==> config.mk <==
export PLATFORM = sky130hd
export DESIGN_NAME = tpwm_timing_unit
export DESIGN_NICKNAME = d
export VERILOG_FILES = /design/src/common/tpwm_pkg.sv /design/src/hdl/tpwm_phase.sv /design/src/hdl/tpwm_timing_unit.sv
export VERILOG_INCLUDE_DIRS = /design/src /design/src/common
export SDC_FILE = /design/constraint.sdc
export NUM_CORES = 1
export LEC_CHECK = 0
export ABC_CLOCK_PERIOD_IN_PS = 6020
export BUFFER_PORTS_ARGS = -buffer_cell sky130_fd_sc_hd__buf_2
export CORE_ASPECT_RATIO = 1.1
export CORE_MARGIN = 10
export CORE_UTILIZATION = 45
export DETAILED_ROUTE_END_ITERATION = 10
export GPL_TIMING_DRIVEN = 0
export PLACE_DENSITY = 0.7
export SYNTH_ARGS = -nofsm -noshare
export SYNTH_HDL_FRONTEND = slang
export SYNTH_SLANG_ARGS = --single-unit
==> constraint.sdc <==
create_clock -name pclk -period 6.02 [get_ports pclk]
set_clock_uncertainty 0.05 [all_clocks]
set_input_delay 1.806 -clock pclk [delete_from_list [all_inputs] [get_ports pclk]]
set_output_delay 1.806 -clock pclk [all_outputs]
set_load 0.05 [all_outputs]
==> src/common/tpwm_defines.svh <==
// Register map, field positions and reset values of the three-phase PWM timing unit
`ifndef TPWM_DEFINES_SVH
`define TPWM_DEFINES_SVH

// ==========================================================================
// Register byte offsets
`define TPWM_OFF_HALF_PERIOD   12'h000
`define TPWM_OFF_DEAD_TIME     12'h004
`define TPWM_OFF_MIN_PULSE     12'h008
`define TPWM_OFF_SYNC_WIDTH    12'h00C
`define TPWM_OFF_MODE_CTRL     12'h010
`define TPWM_OFF_SYS_STATUS    12'h014
`define TPWM_OFF_DUTY_A        12'h018
`define TPWM_OFF_DUTY_B        12'h01C
`define TPWM_OFF_DUTY_C        12'h020
`define TPWM_OFF_SEGMENT       12'h024

// ==========================================================================
// Field positions
`define TPWM_MODE_DOUBLE_BIT   6
`define TPWM_STAT_HALF_BIT     3

// ==========================================================================
// Reset values
`define TPWM_RST_HALF_PERIOD   16'h0000
`define TPWM_RST_DEAD_TIME     10'h000
`define TPWM_RST_MIN_PULSE     16'h0000
`define TPWM_RST_SYNC_WIDTH    8'h27
`define TPWM_RST_DUTY          16'h0000
`define TPWM_RST_SEGMENT       9'h000

`endif

==> src/common/tpwm_pkg.sv <==
// Types shared by the three-phase PWM timing unit
package tpwm_pkg;

  // Timing core sequencing states
  typedef enum logic [2:0] {
    TPWM_IDLE  = 3'b001,
    TPWM_UP    = 3'b010,
    TPWM_DOWN  = 3'b100
  } tpwm_state_t;

endpackage : tpwm_pkg

==> src/hdl/tpwm_phase.sv <==
// One complementary output pair with dead-time insertion
`timescale 1ns/1ps

module tpwm_phase #(
  parameter int CW = 16,
  parameter int DW = 10
) (
  // Clock and reset
  input  wire logic          pclk,
  input  wire logic          presetn,
  // Timing
  input  wire logic [CW-1:0] count,
  input  wire logic [CW-1:0] duty,
  input  wire logic [DW-1:0] dead,
  input  wire logic          run,
  // Active-low switch commands
  output logic               high_out_n,
  output logic               low_out_n
);

  // ==========================================================================
  // Window compare
  // The high switch is on while count < duty - dead; the low one while
  // count >= duty + dead. Both edges move by dead counts away from duty.
  logic [CW+1:0] hi_lim;
  logic [CW+1:0] lo_lim;
  logic          hi_on;
  logic          lo_on;

  assign hi_lim = {2'b00, duty} - {{(CW+2-DW){1'b0}}, dead};
  assign lo_lim = {2'b00, duty} + {{(CW+2-DW){1'b0}}, dead};
  // Underflow of hi_lim sets its top bit: no high pulse
  assign hi_on  = run && !hi_lim[CW+1] && ({2'b00, count} < hi_lim);
  assign lo_on  = run && ({2'b00, count} >= lo_lim);

  // ==========================================================================
  // Registered active-low outputs, both off in reset
  always_ff @(posedge pclk or negedge presetn) begin
    if (!presetn) begin
      high_out_n <= 1'b1;
      low_out_n  <= 1'b1;
    end else begin
      high_out_n <= !hi_on;
      low_out_n  <= !lo_on;
    end
  end

endmodule : tpwm_phase

==> src/hdl/tpwm_timing_unit.sv <==
// Three-phase PWM timing unit with APB register slave
//
// The placing of the registers and the APB interface to the registers were left to the implementer.
`timescale 1ns/1ps
`include "tpwm_defines.svh"

module tpwm_timing_unit #(
  parameter int CW = 16,
  parameter int DW = 10,
  parameter int SW = 8
) (
  // Clock and reset
  input  wire logic        pclk,
  input  wire logic        presetn,
  // APB slave
  input  wire logic        psel,
  input  wire logic        penable,
  input  wire logic        pwrite,
  input  wire logic [11:0] paddr,
  input  wire logic [31:0] pwdata,
  output logic      [31:0] prdata,
  output logic             pready,
  output logic             pslverr,
  // Switch commands, active low
  output logic             phase_a_high_out,
  output logic             phase_a_low_out,
  output logic             phase_b_high_out,
  output logic             phase_b_low_out,
  output logic             phase_c_high_out,
  output logic             phase_c_low_out,
  // Synchronisation
  output logic             period_sync_pulse,
  output logic             sync_irq,
  // Latched values for downstream stages
  output logic      [8:0]  segment_latched,
  output logic      [CW-1:0] min_pulse_latched
);

  // ==========================================================================
  // Software-visible registers
  logic [CW-1:0] half_period_count_q;
  logic [DW-1:0] dead_time_count_q;
  logic [CW-1:0] min_pulse_width_q;
  logic [SW-1:0] sync_pulse_width_q;
  logic          mode_double_q;
  logic [CW-1:0] duty_phase_a_q;
  logic [CW-1:0] duty_phase_b_q;
  logic [CW-1:0] duty_phase_c_q;
  logic [8:0]    output_segment_ctrl_q;

  // Working copies
  logic [CW-1:0] wk_period_q;
  logic [DW-1:0] wk_dead_q;
  logic [SW-1:0] wk_sync_q;
  logic [CW-1:0] wk_duty_a_q;
  logic [CW-1:0] wk_duty_b_q;
  logic [CW-1:0] wk_duty_c_q;

  // Core state
  tpwm_pkg::tpwm_state_t state_q;
  logic [CW-1:0] count_q;
  logic          half_q;
  logic [SW:0]   sync_cnt_q;
  logic          latch_ev;
  logic          mid_ev;
  logic          start_ev;
  logic          run;
  logic          wr_en;
  logic          rd_en;
  logic          addr_ok;
  logic [CW-1:0] down_top;

  function automatic logic addr_hit(input logic [11:0] a);
    addr_hit = (a == `TPWM_OFF_HALF_PERIOD) || (a == `TPWM_OFF_DEAD_TIME) ||
               (a == `TPWM_OFF_MIN_PULSE)   || (a == `TPWM_OFF_SYNC_WIDTH) ||
               (a == `TPWM_OFF_MODE_CTRL)   || (a == `TPWM_OFF_SYS_STATUS) ||
               (a == `TPWM_OFF_DUTY_A)      || (a == `TPWM_OFF_DUTY_B) ||
               (a == `TPWM_OFF_DUTY_C)      || (a == `TPWM_OFF_SEGMENT);
  endfunction : addr_hit

  // ==========================================================================
  // APB decode: zero wait states, unmapped addresses answer with an error
  assign pready  = 1'b1;
  assign addr_ok = addr_hit(paddr);
  assign pslverr = psel && penable && !addr_ok;
  assign wr_en   = psel && penable && pwrite && addr_ok;
  assign rd_en   = psel && !penable && !pwrite;

  always_ff @(posedge pclk or negedge presetn) begin
    if (!presetn) begin
      half_period_count_q   <= `TPWM_RST_HALF_PERIOD;
      dead_time_count_q     <= `TPWM_RST_DEAD_TIME;
      min_pulse_width_q     <= `TPWM_RST_MIN_PULSE;
      sync_pulse_width_q    <= `TPWM_RST_SYNC_WIDTH;
      mode_double_q         <= 1'b0;
      duty_phase_a_q        <= `TPWM_RST_DUTY;
      duty_phase_b_q        <= `TPWM_RST_DUTY;
      duty_phase_c_q        <= `TPWM_RST_DUTY;
      output_segment_ctrl_q <= `TPWM_RST_SEGMENT;
    end else if (wr_en) begin
      unique case (paddr)
        `TPWM_OFF_HALF_PERIOD: half_period_count_q   <= pwdata[CW-1:0];
        `TPWM_OFF_DEAD_TIME:   dead_time_count_q     <= pwdata[DW-1:0];
        `TPWM_OFF_MIN_PULSE:   min_pulse_width_q     <= pwdata[CW-1:0];
        `TPWM_OFF_SYNC_WIDTH:  sync_pulse_width_q    <= pwdata[SW-1:0];
        `TPWM_OFF_MODE_CTRL:   mode_double_q         <= pwdata[`TPWM_MODE_DOUBLE_BIT];
        `TPWM_OFF_DUTY_A:      duty_phase_a_q        <= pwdata[CW-1:0];
        `TPWM_OFF_DUTY_B:      duty_phase_b_q        <= pwdata[CW-1:0];
        `TPWM_OFF_DUTY_C:      duty_phase_c_q        <= pwdata[CW-1:0];
        `TPWM_OFF_SEGMENT:     output_segment_ctrl_q <= pwdata[8:0];
        default: begin
        end
      endcase
    end
  end

  // Read data registered in the setup cycle, valid in the access phase
  always_ff @(posedge pclk or negedge presetn) begin
    if (!presetn) begin
      prdata <= 32'h00000000;
    end else if (rd_en) begin
      prdata <= 32'h00000000;
      unique case (paddr)
        `TPWM_OFF_HALF_PERIOD: prdata[CW-1:0] <= half_period_count_q;
        `TPWM_OFF_DEAD_TIME:   prdata[DW-1:0] <= dead_time_count_q;
        `TPWM_OFF_MIN_PULSE:   prdata[CW-1:0] <= min_pulse_width_q;
        `TPWM_OFF_SYNC_WIDTH:  prdata[SW-1:0] <= sync_pulse_width_q;
        `TPWM_OFF_MODE_CTRL:   prdata[`TPWM_MODE_DOUBLE_BIT] <= mode_double_q;
        `TPWM_OFF_SYS_STATUS:  prdata[`TPWM_STAT_HALF_BIT] <= half_q;
        `TPWM_OFF_DUTY_A:      prdata[CW-1:0] <= duty_phase_a_q;
        `TPWM_OFF_DUTY_B:      prdata[CW-1:0] <= duty_phase_b_q;
        `TPWM_OFF_DUTY_C:      prdata[CW-1:0] <= duty_phase_c_q;
        `TPWM_OFF_SEGMENT:     prdata[8:0] <= output_segment_ctrl_q;
        default: begin
        end
      endcase
    end
  end

  // ==========================================================================
  // Up/down counter: 0..N-1 up, N-1..0 down, one full period is 2N clocks
  // Every count shows once per half, so both halves give the same on-time.
  // A zero half period parks the core idle, outputs off, no sync.
  assign start_ev = (state_q == tpwm_pkg::TPWM_IDLE) ? (half_period_count_q != 16'h0000) :
                    ((state_q == tpwm_pkg::TPWM_DOWN) && (count_q == 16'h0000));
  assign mid_ev   = (state_q == tpwm_pkg::TPWM_UP) && (count_q + 16'h0001 >= wk_period_q);
  // Period start always latches; midpoint latches only in double update
  assign latch_ev = start_ev || (mid_ev && mode_double_q);
  assign run      = (state_q != tpwm_pkg::TPWM_IDLE);
  // Down half starts from the half period in force for it
  assign down_top = mode_double_q ? half_period_count_q : wk_period_q;

  always_ff @(posedge pclk or negedge presetn) begin
    if (!presetn) begin
      state_q <= tpwm_pkg::TPWM_IDLE;
      count_q <= 16'h0000;
    end else begin
      unique case (state_q)
        tpwm_pkg::TPWM_IDLE: begin
          if (start_ev) begin
            state_q <= tpwm_pkg::TPWM_UP;
            count_q <= 16'h0000;
          end
        end
        tpwm_pkg::TPWM_UP: begin
          if (mid_ev) begin
            state_q <= tpwm_pkg::TPWM_DOWN;
            count_q <= (down_top == 16'h0000) ? 16'h0000 : down_top - 16'h0001;
          end else begin
            count_q <= count_q + 16'h0001;
          end
        end
        tpwm_pkg::TPWM_DOWN: begin
          if (start_ev) begin
            state_q <= (half_period_count_q == 16'h0000) ? tpwm_pkg::TPWM_IDLE : tpwm_pkg::TPWM_UP;
            count_q <= 16'h0000;
          end else begin
            count_q <= count_q - 16'h0001;
          end
        end
      endcase
    end
  end

  // Half-cycle flag
  always_ff @(posedge pclk or negedge presetn) begin
    if (!presetn) begin
      half_q <= 1'b0;
    end else if (start_ev) begin
      half_q <= 1'b0;
    end else if (mid_ev) begin
      half_q <= 1'b1;
    end
  end

  // ==========================================================================
  // Working copies loaded at every sync rising edge
  always_ff @(posedge pclk or negedge presetn) begin
    if (!presetn) begin
      wk_period_q       <= `TPWM_RST_HALF_PERIOD;
      wk_dead_q         <= `TPWM_RST_DEAD_TIME;
      wk_sync_q         <= `TPWM_RST_SYNC_WIDTH;
      wk_duty_a_q       <= `TPWM_RST_DUTY;
      wk_duty_b_q       <= `TPWM_RST_DUTY;
      wk_duty_c_q       <= `TPWM_RST_DUTY;
      min_pulse_latched <= `TPWM_RST_MIN_PULSE;
      segment_latched   <= `TPWM_RST_SEGMENT;
    end else if (latch_ev) begin
      wk_period_q       <= half_period_count_q;
      wk_dead_q         <= dead_time_count_q;
      wk_sync_q         <= sync_pulse_width_q;
      wk_duty_a_q       <= duty_phase_a_q;
      wk_duty_b_q       <= duty_phase_b_q;
      wk_duty_c_q       <= duty_phase_c_q;
      min_pulse_latched <= min_pulse_width_q;
      segment_latched   <= output_segment_ctrl_q;
    end
  end

  // ==========================================================================
  // Sync pulse: high for width+1 clocks, interrupt pulse on its rise
  // Uses the width being latched so the new value takes effect at once.
  always_ff @(posedge pclk or negedge presetn) begin
    if (!presetn) begin
      sync_cnt_q        <= 9'h000;
      period_sync_pulse <= 1'b0;
      sync_irq          <= 1'b0;
    end else begin
      sync_irq <= latch_ev;
      if (latch_ev) begin
        sync_cnt_q        <= {1'b0, sync_pulse_width_q};
        period_sync_pulse <= 1'b1;
      end else if (sync_cnt_q != 9'h000) begin
        sync_cnt_q <= sync_cnt_q - 9'h001;
      end else begin
        period_sync_pulse <= 1'b0;
      end
    end
  end

  // ==========================================================================
  // Output pairs; dead count applied on each side gives 2x dead clocks
  // between one switch off and the other on.
  logic [DW-1:0] dead_eff;
  assign dead_eff = wk_dead_q;

  tpwm_phase #(.CW(CW), .DW(DW)) u_phase_a (
    .pclk       (pclk),
    .presetn    (presetn),
    .count      (count_q),
    .duty       (wk_duty_a_q),
    .dead       (dead_eff),
    .run        (run),
    .high_out_n (phase_a_high_out),
    .low_out_n  (phase_a_low_out)
  );

  tpwm_phase #(.CW(CW), .DW(DW)) u_phase_b (
    .pclk       (pclk),
    .presetn    (presetn),
    .count      (count_q),
    .duty       (wk_duty_b_q),
    .dead       (dead_eff),
    .run        (run),
    .high_out_n (phase_b_high_out),
    .low_out_n  (phase_b_low_out)
  );

  tpwm_phase #(.CW(CW), .DW(DW)) u_phase_c (
    .pclk       (pclk),
    .presetn    (presetn),
    .count      (count_q),
    .duty       (wk_duty_c_q),
    .dead       (dead_eff),
    .run        (run),
    .high_out_n (phase_c_high_out),
    .low_out_n  (phase_c_low_out)
  );

endmodule : tpwm_timing_unit

Yosys cells after proc, flatten, opt, wreduce, memory -nomap -nowiden:

Cells that the tools add are included.

* input port bits: 49
* bits in registers: 260
* logic and storage cells: 147
* output and inout bits: 67

* order comparisons: 7
* equal/unequal tests: 17
* multiplexer cells: 26
* add/subtract/negate cells: 10
* reduce and logical (&&, ||, !) cells: 58

Operators with widths (count)
* $mux W16: 5
* $ge A16 B18 Y1: 3
* $lt A16 B18 Y1: 3
* $add A16 B10 Y17: 3
* $sub A16 B10 Y17: 3
* $eq A12 B5 Y1 const B: 4
* $logic_not A16 Y1: 3
* $pmux W16 S3: 1
* $sub A16 B1 Y16 const B: 2
* $pmux W6 S5: 1
* $eq A12 B4 Y1 const B: 2
* $eq A12 B6 Y1 const B: 2
* $pmux W3 S8: 1
* $logic_and A1 B1 Y1: 18
* $mux W9: 2
* $pmux W1 S9: 2
* $reduce_and A2 Y1: 9
* $add A16 B1 Y16 const B: 1
* $ge A16 B16 Y1: 1
* $pmux W2 S8: 1
* $reduce_bool A16 Y1: 1
* $eq A12 B3 Y1 const B: 1
* $logic_not A1 Y1: 12
* $logic_not A12 Y1: 1
* 17 further kinds: 36

Depth between registers and ports, before layout:

Gate-level depths: netlist (run 1).

* depth after elaboration: 12
* depth in mapped cells: 17

Modules after synthesis:

From an unflattened synthesis (run 1), not the netlist that was laid out.

* cells, all modules: 1895
* area, all modules: 19049.5 um2

By module, submodules not included
* tpwm_timing_unit: instances 1, sequential area each 6362.4 um2, area an instance 12874.8 um2, cells an instance 1070
* tpwm_phase (u_phase_a ...): instances 2, sequential area each 52.6 um2, area an instance 2048.2 um2, cells an instance 274
* tpwm_phase (u_phase_b): instances 1, sequential area each 52.6 um2, area an instance 2078.2 um2, cells an instance 277

Worst setup path before layout (run 1):

OpenSTA, ideal clock, no wires.

* path type: input -> output
* start point: input paddr[9]
* end point: output pslverr
* slack: 1.231 ns
* data required time: 4.164 ns
* cell stages on the path: 3
* arrival time: 2.933 ns
* cell sequence: or4_4 -> nor4b_2 -> a21oi_1

* cells in the longest elaborated chain, start to end: 12
* elaborated cells between the ends (all ways): 21
* classes of those cells: 9 x eq/ne; 12 x reduce/logical

RTL lines
* start, declared: RTL line tpwm_timing_unit.sv:19 `input wire logic [11:0] paddr,`
* $eq A12 B3 Y1 / $logic_not A12 Y1 (equally long branches)
* $logic_or A1 B1 Y1 (8 in a row): RTL line tpwm_timing_unit.sv:74 `` addr_hit = (a == `TPWM_OFF_HALF_PERIOD) || (a == `TPWM_OFF_DEAD_TIME) || ``
* $logic_or A1 B1 Y1 (*): RTL line tpwm_timing_unit.sv:74
* $logic_not A1 Y1 (*): RTL line tpwm_timing_unit.sv:85 `assign pslverr = psel && penable && !addr_ok;`
* $logic_and A1 B1 Y1 (*): RTL line tpwm_timing_unit.sv:85
* end, declared: RTL line tpwm_timing_unit.sv:23 `output logic pslverr,`

Every way passes the cells marked *; elsewhere a longest branch is shown, timed or not.

Final worst setup path (run 1):

Same ends and word-level chain as after synthesis.

==> summary.md, run 1 <==
| Metric | Value |
|---|---|
| Crit share post-route | 82.05% |
| Synth warn | 0 |
| # Max-Cap Violations | 0 |
| Seq/Total Area, Yosys | 34.70% |
| Vias/cell | 5.902 |
| Maximum clock rate | 202.4 MHz |
| Maximum fanout along the worst path | 3 |
| Layout cells sized above 1 | 21.54% |
| Row cnt | 78 |
| Sequential fraction of design power | 30.5% |
| Post-CTS Setup Repair Bufs | 0 |
| Detailed Route WL | 55310 um |
| Net Sw Power | 2.921 mW |
| Horiz. Die Dim | 214.8 um |
| Fin Setup TNS | 0 ns |
| Tightest Pin Transition | 1.083 ns |
| Startpoint types | input port |
| Distinct cells, synth | 80 |
| Final ANT Viol Nets | 0 |
| Height of the chip | 234.3 um |
| # clock sinks | 260 |
| Clock-pin transition on the worst setup and hold timing paths | 0.06 ns |
| Max VDD drop | 0.3182 mV |
| Starting density of the core | 45.51% |
| Final global-route overflow total | 0 |
| Outcome | complete, no violations |
| Total core area | 0.04128 mm^2 |
| Int Power | 4.157 mW |
| Worst path required time | 4.16 ns |
| CTS hold repair buffers | 0 |
| DP Wirelength | 43330 um |
| Final setup viols | 0 |
| Initial antenna violation count | 1 |
| WL/cell | 21.71 um |
| Total die area | 0.05033 mm^2 |
| Cell Area, Synth | 0.01879 mm^2 |
| Tightest Hold Check Type | flip-flop to flip-flop |
| First-iteration detailed-routing DRC count | 1371 |
| IO Port Bufs | 79 |
| Slew HR | 25.91% |
| Async S/R FF share, synth | 100.0% |
| Slew Limit Fails | 0 |
| Htree depth | 1 |
| Clock share of power | 25.0% |
| GRT Overall Usage | 21.48% |
| Number of global-route vias before repair | 15290 |
| First-pass GRT wire length | 86550 um |
| Minimum clock period | 4.940 ns |
| P_leak | 10.00 nW |
| Endpoint type of the worst setup path | output pin |
| Final instance area | 0.02097 mm^2 |
| GPL Wtd Cong | 0.9725 |
| Root buffer cell | clkbuf_16 |
| Final #Nets | 2196 |
| Post-placement cell area | 0.02001 mm^2 |
| Synth-to-Final Area Change | 11.59% |
| Largest net degree at the start of global routing | 123 |
| N_diodes | 0 |
| Clock Latency Late Sink | 0.57 ns |
| TritonCTS clock tree | built |
| Pwr per Cell Area | 337.6 mW/mm^2 |
| EDFF count, synth | 0 |
| Drc violations | 0 |
| Ports | 116 |
| Final worst slack | 1.080 ns |
| Top_reg_cell synth | dfrtp_1 |
| Crit path kind | input port to output pin |
| Mean Syn Cell Area | 10.23 um^2 |
| Drt first pass iters | 6 |
| Syn Inst Count | 1836 |
| RSZ-0062 raised after global routing | false |
| #FFs+latches synth | 260 |
| Switching share of power | 41.26% |
| CTS buffer count | 30 |
| Critical Path AT | 3.08 ns |
| CTS Buffer Depth | 3 |
| Via count | 15032 |
| Post-Place Setup Slack | 1.096 ns |
| Comb pwr share | 44.5% |
| Fin. Hold Viols | 0 |
| # resized after CTS | 0 |
cell usage after synthesis, types with 19 or more instances:
library cell	count	area [um^2]
o211ai_1	22	165.2
nand2b_1	32	200.2
nor2_1	111	416.7
inv_1	74	277.8
ha_1	177	2215
o21ai_0	83	415.4
buf_4	19	142.6
xor2_1	41	359.1
nand2_1	86	322.8
nand3_1	46	230.2
mux2_4	97	1456
nor4_1	20	125.1
nor3_1	47	235.2
xnor2_1	61	534.3
o21a_1	20	150.1
mux2_2	120	1351
clkbuf_1	63	236.5
mux2i_1	34	340.3
nor2b_1	22	137.6
dfrtp_1	249	6231
a21oi_1	86	430.4
logic make-up (layout without fill, tap and decap cells):
kind of cell    count (synthesis)  after routing  share of synthesized area (%)
compound gates                375            375                          13.19
xor+xnor                      102            102                          4.755
fa+ha+maj                     183            183                          12.43
buf+inv                       189            325                          4.768
flops                         260            260                          34.70
mux                           252            252                          16.88
other cells                     2             17                        0.03997
simple gates                  473            473                          13.24
through the flow:
| stage | power [mW] | hold slack (ns) | cells | util (%) |
|---|---|---|---|---|
| finish | 7.078 | 0.4502 | 2547 | 50.79 |
| global placement | 5.243 | 0.4238 | 2490 | 48.30 |
| detailed placement | 5.314 | 0.4344 | 2492 | 48.46 |
| floorplan | 4.353 | 0.4071 | 1851 | - |
| CTS | 7.091 | 0.4544 | 2547 | 50.78 |
| global route | 7.498 | 0.4775 | 2547 | 50.79 |
layout make-up:
type | count | area (um^2)
tap | 560 | 700.7
buffer | 113 | 610.6
clock inverter | 14 | 95.09
fill | 3729 | 20320
clock buffer | 41 | 863.3
timing repair buffer | 81 | 460.4
multi-input combinational | 1402 | 11430
sequential | 260 | 6520
inverter | 76 | 285.3
critical path, stage by stage:
cell	delay [ns]
buf_2	0.11
or4_4	0.56
nor4b_2	0.29
a21oi_1	0.10
buf_2	0.22
power by group through the flow:
stage / clock [mW] / sequential, mW / combinational, mW
floorplan: 0 / 2.23 / 2.12
global placement: 0 / 2.17 / 3.07
detailed placement: 0 / 2.18 / 3.13
CTS: 1.79 / 2.15 / 3.15
global route: 1.86 / 2.18 / 3.46
finish: 1.77 / 2.16 / 3.15
cell usage in the layout, fill, tap and decap left out, drive strengths merged, types with 16 or more instances in the layout:
cell type | synthesis | final
nor2b | 22 | 22
conb | 2 | 17
clkbuf | 63 | 104
dfrtp | 249 | 249
o21ai | 83 | 83
xnor2 | 61 | 61
mux2 | 217 | 217
a21oi | 86 | 86
nor2 | 112 | 112
inv | 74 | 77
mux2i | 34 | 34
nand3 | 46 | 46
o211ai | 22 | 22
nor4 | 21 | 21
buf | 50 | 131
nor3b | 16 | 16
nand2 | 86 | 86
xor2 | 41 | 41
nand2b | 32 | 32
o21a | 20 | 20
ha | 177 | 177
nor3 | 48 | 48
worst paths after layout:
check                      slack [ns]  startpoint               endpoint  depth (start not counted)
max                              1.08    paddr[9]                pslverr                          5
min                              0.45  prdata[12]             prdata[12]                          1
max reg2reg                      1.16  count_q[3]          sync_cnt_q[2]                         12
min reg2reg                      0.45  prdata[12]             prdata[12]                          1
max in group asynchronous        3.83     presetn      duty_phase_b_q[0]                          2
min in group asynchronous        1.09     presetn  min_pulse_latched[10]                          1
state kept, by name, indices dropped and copies added, names as in the netlist, 8 cells and up:
signal	flops
wk_duty_b_q	16
wk_duty_c_q	16
segment_latched	9
duty_phase_b_q	16
prdata	16
sync_pulse_width_q	8
dead_time_count_q	10
count_q	16
half_period_count_q	16
wk_period_q	16
duty_phase_c_q	16
output_segment_ctrl_q	9
dead_eff	10
sync_cnt_q	9
min_pulse_width_q	16
wk_duty_a_q	16
duty_phase_a_q	16
min_pulse_latched	16
per-layer routing:
metal	up-vias	wire, um	global-route usage [%]
met5	-	0	0
met4	0	1678	7.138
met3	92	3267	3.338
met2	525	26050	36.79
met1	7468	24310	27.29
li1	6947	-	-
Power figures use the tool's default switching activity.
==> inputs of run 2 (changes only) <==
--- a/config.mk
+++ b/config.mk
@@ -6,7 +6,8 @@
 export SDC_FILE = /design/constraint.sdc
 export NUM_CORES = 1
 export LEC_CHECK = 0
-export ABC_CLOCK_PERIOD_IN_PS = 6020
+export ABC_AREA = 1
+export ABC_CLOCK_PERIOD_IN_PS = 4800
 export BUFFER_PORTS_ARGS = -buffer_cell sky130_fd_sc_hd__buf_2
 export CORE_ASPECT_RATIO = 1.1
 export CORE_MARGIN = 10
==> constraint.sdc (replaced) <==
create_clock -name pclk -period 4.8 [get_ports pclk]
set_clock_uncertainty 0.05 [all_clocks]
set_input_delay 1.44 -clock pclk [delete_from_list [all_inputs] [get_ports pclk]]
set_output_delay 1.44 -clock pclk [all_outputs]
set_load 0.05 [all_outputs]
==> summary.md, run 2 <==
| Metric | Value |
|---|---|
| CTS hold repair buffers | 0 |
| Crit share post-route | 98.36% |
| IO Port Bufs | 74 |
| P_leak | 11.35 nW |
| CTS buffer count | 29 |
| Starting density of the core | 45.34% |
| Layout cells sized above 1 | 10.12% |
| Outcome | complete, no violations |
| Maximum clock rate | 211.8 MHz |
| WL/cell | 20.57 um |
| Pwr per Cell Area | 357.6 mW/mm^2 |
| R2R Path End | segment_latched[0] |
| GPL Wtd Cong | 1.039 |
| Slew HR | 32.81% |
| #FFs+latches synth | 260 |
| R2R cell count | 17 |
| Total die area | 0.05119 mm^2 |
| First-pass GRT wire length | 105100 um |
| Syn Inst Count | 2602 |
| GRT Overall Usage | 26.16% |
| Vias/cell | 5.543 |
| Minimum clock period | 4.721 ns |
| # Max-Cap Violations | 0 |
| Most frequent cells in the layout | nand2_1, inv_1, dfrtp_1, ha_1, nor2_1 |
| Mean Syn Cell Area | 7.355 um^2 |
| Htree depth | 1 |
| Worst R2R Setup Slack | 0.25 ns |
| Total core area | 0.04221 mm^2 |
| Synth-to-Final Area Change | 11.93% |
| Clock-pin transition on the worst setup and hold timing paths | 0.06 ns |
| RSZ-0062 raised after global routing | true |
| Tightest Pin Transition | 1.004 ns |
| Hold Slack | 0.4209 ns |
| Synth warn | 0 |
| Area of the multi-input gates | 0.01088 mm^2 |
| Cell Area, Synth | 0.01914 mm^2 |
| DP Wirelength | 53760 um |
| Final setup viols | 0 |
| Max VDD drop | 0.2930 mV |
| Height of the chip | 236.3 um |
| Critical Path AT | 3.23 ns |
| Top_reg_cell synth | dfrtp_1 |
| # clock sinks | 260 |
| Via count | 18376 |
| Drc violations | 0 |
| Top cells by count, synth | nand2_1, inv_1, dfrtp_1, ha_1, nor2_1 |
| Root buffer cell | clkbuf_16 |
| Largest net degree at the start of global routing | 118 |
| CTS Buffer Depth | 3 |
| Most common cell after layout, fill and taps aside | nand2_1 |
| Top cell type's share of synthesized area | 32.56% |
| Async S/R FF share, synth | 100.0% |
| Startpoint types | input port |
| Final worst slack | 0.07894 ns |
| Final global-route overflow total | 0 |
| TritonCTS clock tree | built |
| Endpoint type of the worst setup path | output pin |
| First-iteration detailed-routing DRC count | 1640 |
| Post-Place Setup Slack | 0.1072 ns |
| EDFF count, synth | 0 |
| Number of global-route vias before repair | 18088 |
| Initial antenna violation count | 0 |
| Distinct cells, synth | 55 |
| Detailed Route WL | 68200 um |
| Seq/Total Area, Yosys | 34.07% |
| Drt first pass iters | 6 |
| Final ANT Viol Nets | 0 |
| Dominant cell by count in the synthesized netlist | nand2_1 |
| Fillers | 4249 |
| Final #Nets | 2957 |
| Slew Limit Fails | 0 |
| Hold wc startpoint | duty_phase_b_q[1] |
| N_diodes | 0 |
| Hold path depth | 2 |
| Clock Latency Late Sink | 0.59 ns |
| Row cnt | 79 |
| Crit path kind | input port to output pin |
| Worst path required time | 3.31 ns |
| WHS Endpoint | duty_phase_b_q[1] |
| Ports | 116 |
| Fin. Hold Viols | 0 |
| Reg-to-reg startpoint | count_q[1] |
| Maximum fanout along the worst path | 10 |
| Register area | 0.006520 mm^2 |
| Horiz. Die Dim | 216.6 um |
| Tightest Hold Check Type | flip-flop to flip-flop |
| Cell taking the most area after synthesis | dfrtp_1 |
| Dominant cells by area after synthesis | dfrtp_1, nand2_1, ha_1 |
run 2: critical path: stages:
cell and delay, ns:
buf_2 0.10, nor2_2 0.18, nand3_2 0.18, nor3_4 0.44, nor2_1 0.15, nand3_4 0.17
buf_2 0.28, nor2_1 0.07, clkbuf_4 0.21
run 2: worst max-delay path by stage:
stage,to,cells after the start,startpoint
floorplan,pslverr,11,paddr[0]
global placement,count_q[13],1,presetn
detailed placement,pslverr,9,paddr[7]
CTS,pslverr,9,paddr[7]
global route,pslverr,9,paddr[7]
finish,pslverr,9,paddr[7]
run 2: final cells by class:
cell class                      instances  share of cell area [%]
Sequential cell                       260                   30.44
Inverter                              285                   4.994
Clock buffer                           42                   4.036
Timing Repair Buffer                   77                   2.079
Multi-Input combinational cell       1944                   50.79
Tap cell                              567                   3.312
Clock inverter                         12                  0.9171
Buffer                                128                   3.429
run 2: report_power, final:
part           total (mW)  switching (mW)  internal, mW
sequential           2.56           0.215          2.35
clock                2.50           0.983          1.51
combinational        2.60            1.75         0.846
run 2: metrics by stage:
stage / cell area (um^2) / util, % / total power [mW] / std cells / TNS (ns)
floorplan: 19190 / - / 4.335 / 2617 / 0
finish: 21420 / 50.75 / 7.660 / 3315 / 0
CTS: 21400 / 50.70 / 7.670 / 3314 / 0
detailed placement: 20340 / 48.19 / 5.183 / 3260 / 0
global placement: 20270 / 48.03 / 5.110 / 3258 / -656.06
global route: 21420 / 50.75 / 8.106 / 3315 / -0.04257
run 2: routing by layer:
layer	part of all wire [%]	vias to the layer above	GRT usage, %
met1	43	8776	33.33
met4	5.5	0	13.55
met2	46	655	42.72
li1	-	8772	-
met3	6.1	173	3.187
met5	0	-	0
run 2: repair_timing:
action                     CTS  global route
setup buffers                0             0
resized for setup            0             5
setup endpoints to repair    0             9
run 2: cells by family (layout without fill, tap and decap cells):
group,after synthesis,after routing,share of synthesized area [%]
multiplexers,10,10,0.5819
buffers and inverters,413,544,9.421
other,2,17,0.03924
adder cells (fa/ha/maj),183,183,12.20
flip-flops,260,260,34.07
AND/OR/NAND/NOR,1287,1287,29.19
XOR/XNOR,103,103,4.714
AO/OA/AOI/OAI,344,344,9.788
==> inputs of run 3 (changes only) <==
--- a/config.mk
+++ b/config.mk
@@ -15,6 +15,7 @@
 export DETAILED_ROUTE_END_ITERATION = 10
 export GPL_TIMING_DRIVEN = 0
 export PLACE_DENSITY = 0.7
+export SETUP_SLACK_MARGIN = 0.15
 export SYNTH_ARGS = -nofsm -noshare
 export SYNTH_HDL_FRONTEND = slang
 export SYNTH_SLANG_ARGS = --single-unit
==> summary.md, run 3 (same netlist as run 2, synthesis figures left out) <==
| Metric | Value |
|---|---|
| WL/cell | 20.59 um |
| CTS Buffer Depth | 3 |
| Most common cell after layout, fill and taps aside | nand2_1 |
| Critical Path AT | 3.04 ns |
| Max VDD drop | 0.2925 mV |
| Worst R2R Setup Slack | 0.51 ns |
| # clock sinks | 260 |
| Placed Cells | 3260 |
| First-pass GRT wire length | 105100 um |
| Slew HR | 31.06% |
| Layout cells sized above 1 | 10.50% |
| Horiz. Die Dim | 216.6 um |
| Fin Setup TNS | 0 ns |
| Hold Slack | 0.4188 ns |
| Fin. Hold Viols | 0 |
| Height of the chip | 236.3 um |
| R2R cell count | 17 |
| Hold path depth | 2 |
| Clock Latency Late Sink | 0.58 ns |
| Hold wc startpoint | duty_phase_b_q[1] |
| Crit path kind | input port to output pin |
| First-iteration detailed-routing DRC count | 1611 |
| Htree depth | 1 |
| GRT Max-Usage Layer | met2 |
| Post-Layout Cell Count | 3320 |
| Reg-to-reg startpoint | count_q[0] |
| Slew Limit Fails | 0 |
| Ports | 116 |
| Minimum clock period | 4.530 ns |
| Root buffer cell | clkbuf_16 |
| Vias/cell | 5.511 |
| Largest net degree at the start of global routing | 118 |
| N_diodes | 0 |
| Tightest Pin Transition | 1.030 ns |
| CTS buffer count | 29 |
| Starting density of the core | 45.34% |
| Worst path required time | 3.31 ns |
| Most frequent cells in the layout | nand2_1, inv_1, dfrtp_1, ha_1, nor2_1 |
| IO Port Bufs | 74 |
| # Max-Cap Violations | 0 |
| Detailed Route WL | 68350 um |
| TritonCTS clock tree | built |
| RSZ-0062 raised after global routing | false |
| Drt first pass iters | 6 |
| Crit share post-route | 94.38% |
| Met1 usage in global routing | 33.34% |
| Total core area | 0.04221 mm^2 |
| Final setup viols | 0 |
| Post-placement cell area | 0.02034 mm^2 |
| Outcome | complete, no violations |
| Met2 usage | 42.83% |
| GR Util met3 | 3.200% |
| P_leak | 11.36 nW |
| Layout Utilization | 50.87% |
| Final ANT Viol Nets | 0 |
| Final #Nets | 2962 |
| Tightest Hold Check Type | flip-flop to flip-flop |
| Final instance area | 0.02147 mm^2 |
| Row cnt | 79 |
| GRT Overall Usage | 26.16% |
| Via count | 18298 |
| Register area | 0.006528 mm^2 |
| Endpoint type of the worst setup path | output pin |
| R2R Path End | segment_latched[0] |
| Number of global-route vias before repair | 18083 |
| Total die area | 0.05119 mm^2 |
| Initial antenna violation count | 0 |
| DP Wirelength | 53760 um |
| Startpoint types | input port |
| Fillers | 4240 |
| Drc violations | 0 |
| Maximum clock rate | 220.7 MHz |
| Final global-route overflow total | 0 |
| WHS Endpoint | duty_phase_b_q[1] |
| CTS hold repair buffers | 0 |
| GPL Wtd Cong | 1.039 |
| Pwr per Cell Area | 356.7 mW/mm^2 |
| Clock-pin transition on the worst setup and hold timing paths | 0.06 ns |
| Maximum fanout along the worst path | 10 |
| Synth-to-Final Area Change | 12.19% |
| Area of the multi-input gates | 0.01088 mm^2 |
[run 3: worst max-delay path: stages]
cell and delay [ns]:
buf_2 0.10, nor2_2 0.17, nand3_2 0.17, nor2_2 0.20, nand2_2 0.16, nand3_1 0.12
nor2_1 0.07, nand3_4 0.11, clkbuf_4 0.24, nor2_1 0.06, buf_4 0.19
[run 3: how the worst max path moves through the flow]
stage,slack [ns],startpoint,end,depth (start not counted)
finish,0.27,paddr[7],pslverr,11
global route,0.15,count_q[0],wk_duty_b_q[15],17
CTS,0.16,paddr[0],pslverr,13
detailed placement,0.11,paddr[7],pslverr,9
global placement,-2.63,presetn,count_q[13],1
floorplan,0.22,paddr[0],pslverr,11
[run 3: layout make-up]
cell class / count / area share (%)
Buffer: 128 / 3.432
Clock buffer: 42 / 4.027
Clock inverter: 12 / 0.9149
Inverter: 285 / 4.994
Multi-Input combinational cell: 1944 / 50.68
Sequential cell: 260 / 30.40
Tap cell: 567 / 3.304
Timing Repair Buffer: 82 / 2.249
[run 3: metrics by stage]
step | power, mW | worst slack (ns)
4_1_cts | 7.670 | 0.1603
6_report | 7.658 | 0.2697
5_1_grt | 8.109 | 0.1513
2_1_floorplan | 4.335 | 0.2162
3_3_place_gp | 5.110 | -2.634
3_5_place_dp | 5.183 | 0.1072
[run 3: repair_timing]
action / CTS / global route
resized for setup: 1 / 12
pin swaps: 1 / 1
hold endpoints to repair: 0 / 0
buffers inserted: 1 / 4
setup endpoints to repair: 1 / 90
[run 3: power by group]
| group | total (mW) | switching (mW) | internal (mW) |
|---|---|---|---|
| combinational | 2.60 | 1.75 | 0.846 |
| clock | 2.50 | 0.980 | 1.51 |
| sequential | 2.57 | 0.215 | 2.35 |
| total | 7.66 | 2.95 | 4.71 |
[run 3: per-layer routing]
| metal | routed length, um | part of all wire (%) | vias to the layer above |
|---|---|---|---|
| met5 | 0 | 0 | - |
| met4 | 3693 | 5.4 | 0 |
| met3 | 4201 | 6.1 | 166 |
| met2 | 31460 | 46 | 670 |
| met1 | 29000 | 42 | 8686 |
| li1 | - | - | 8776 |
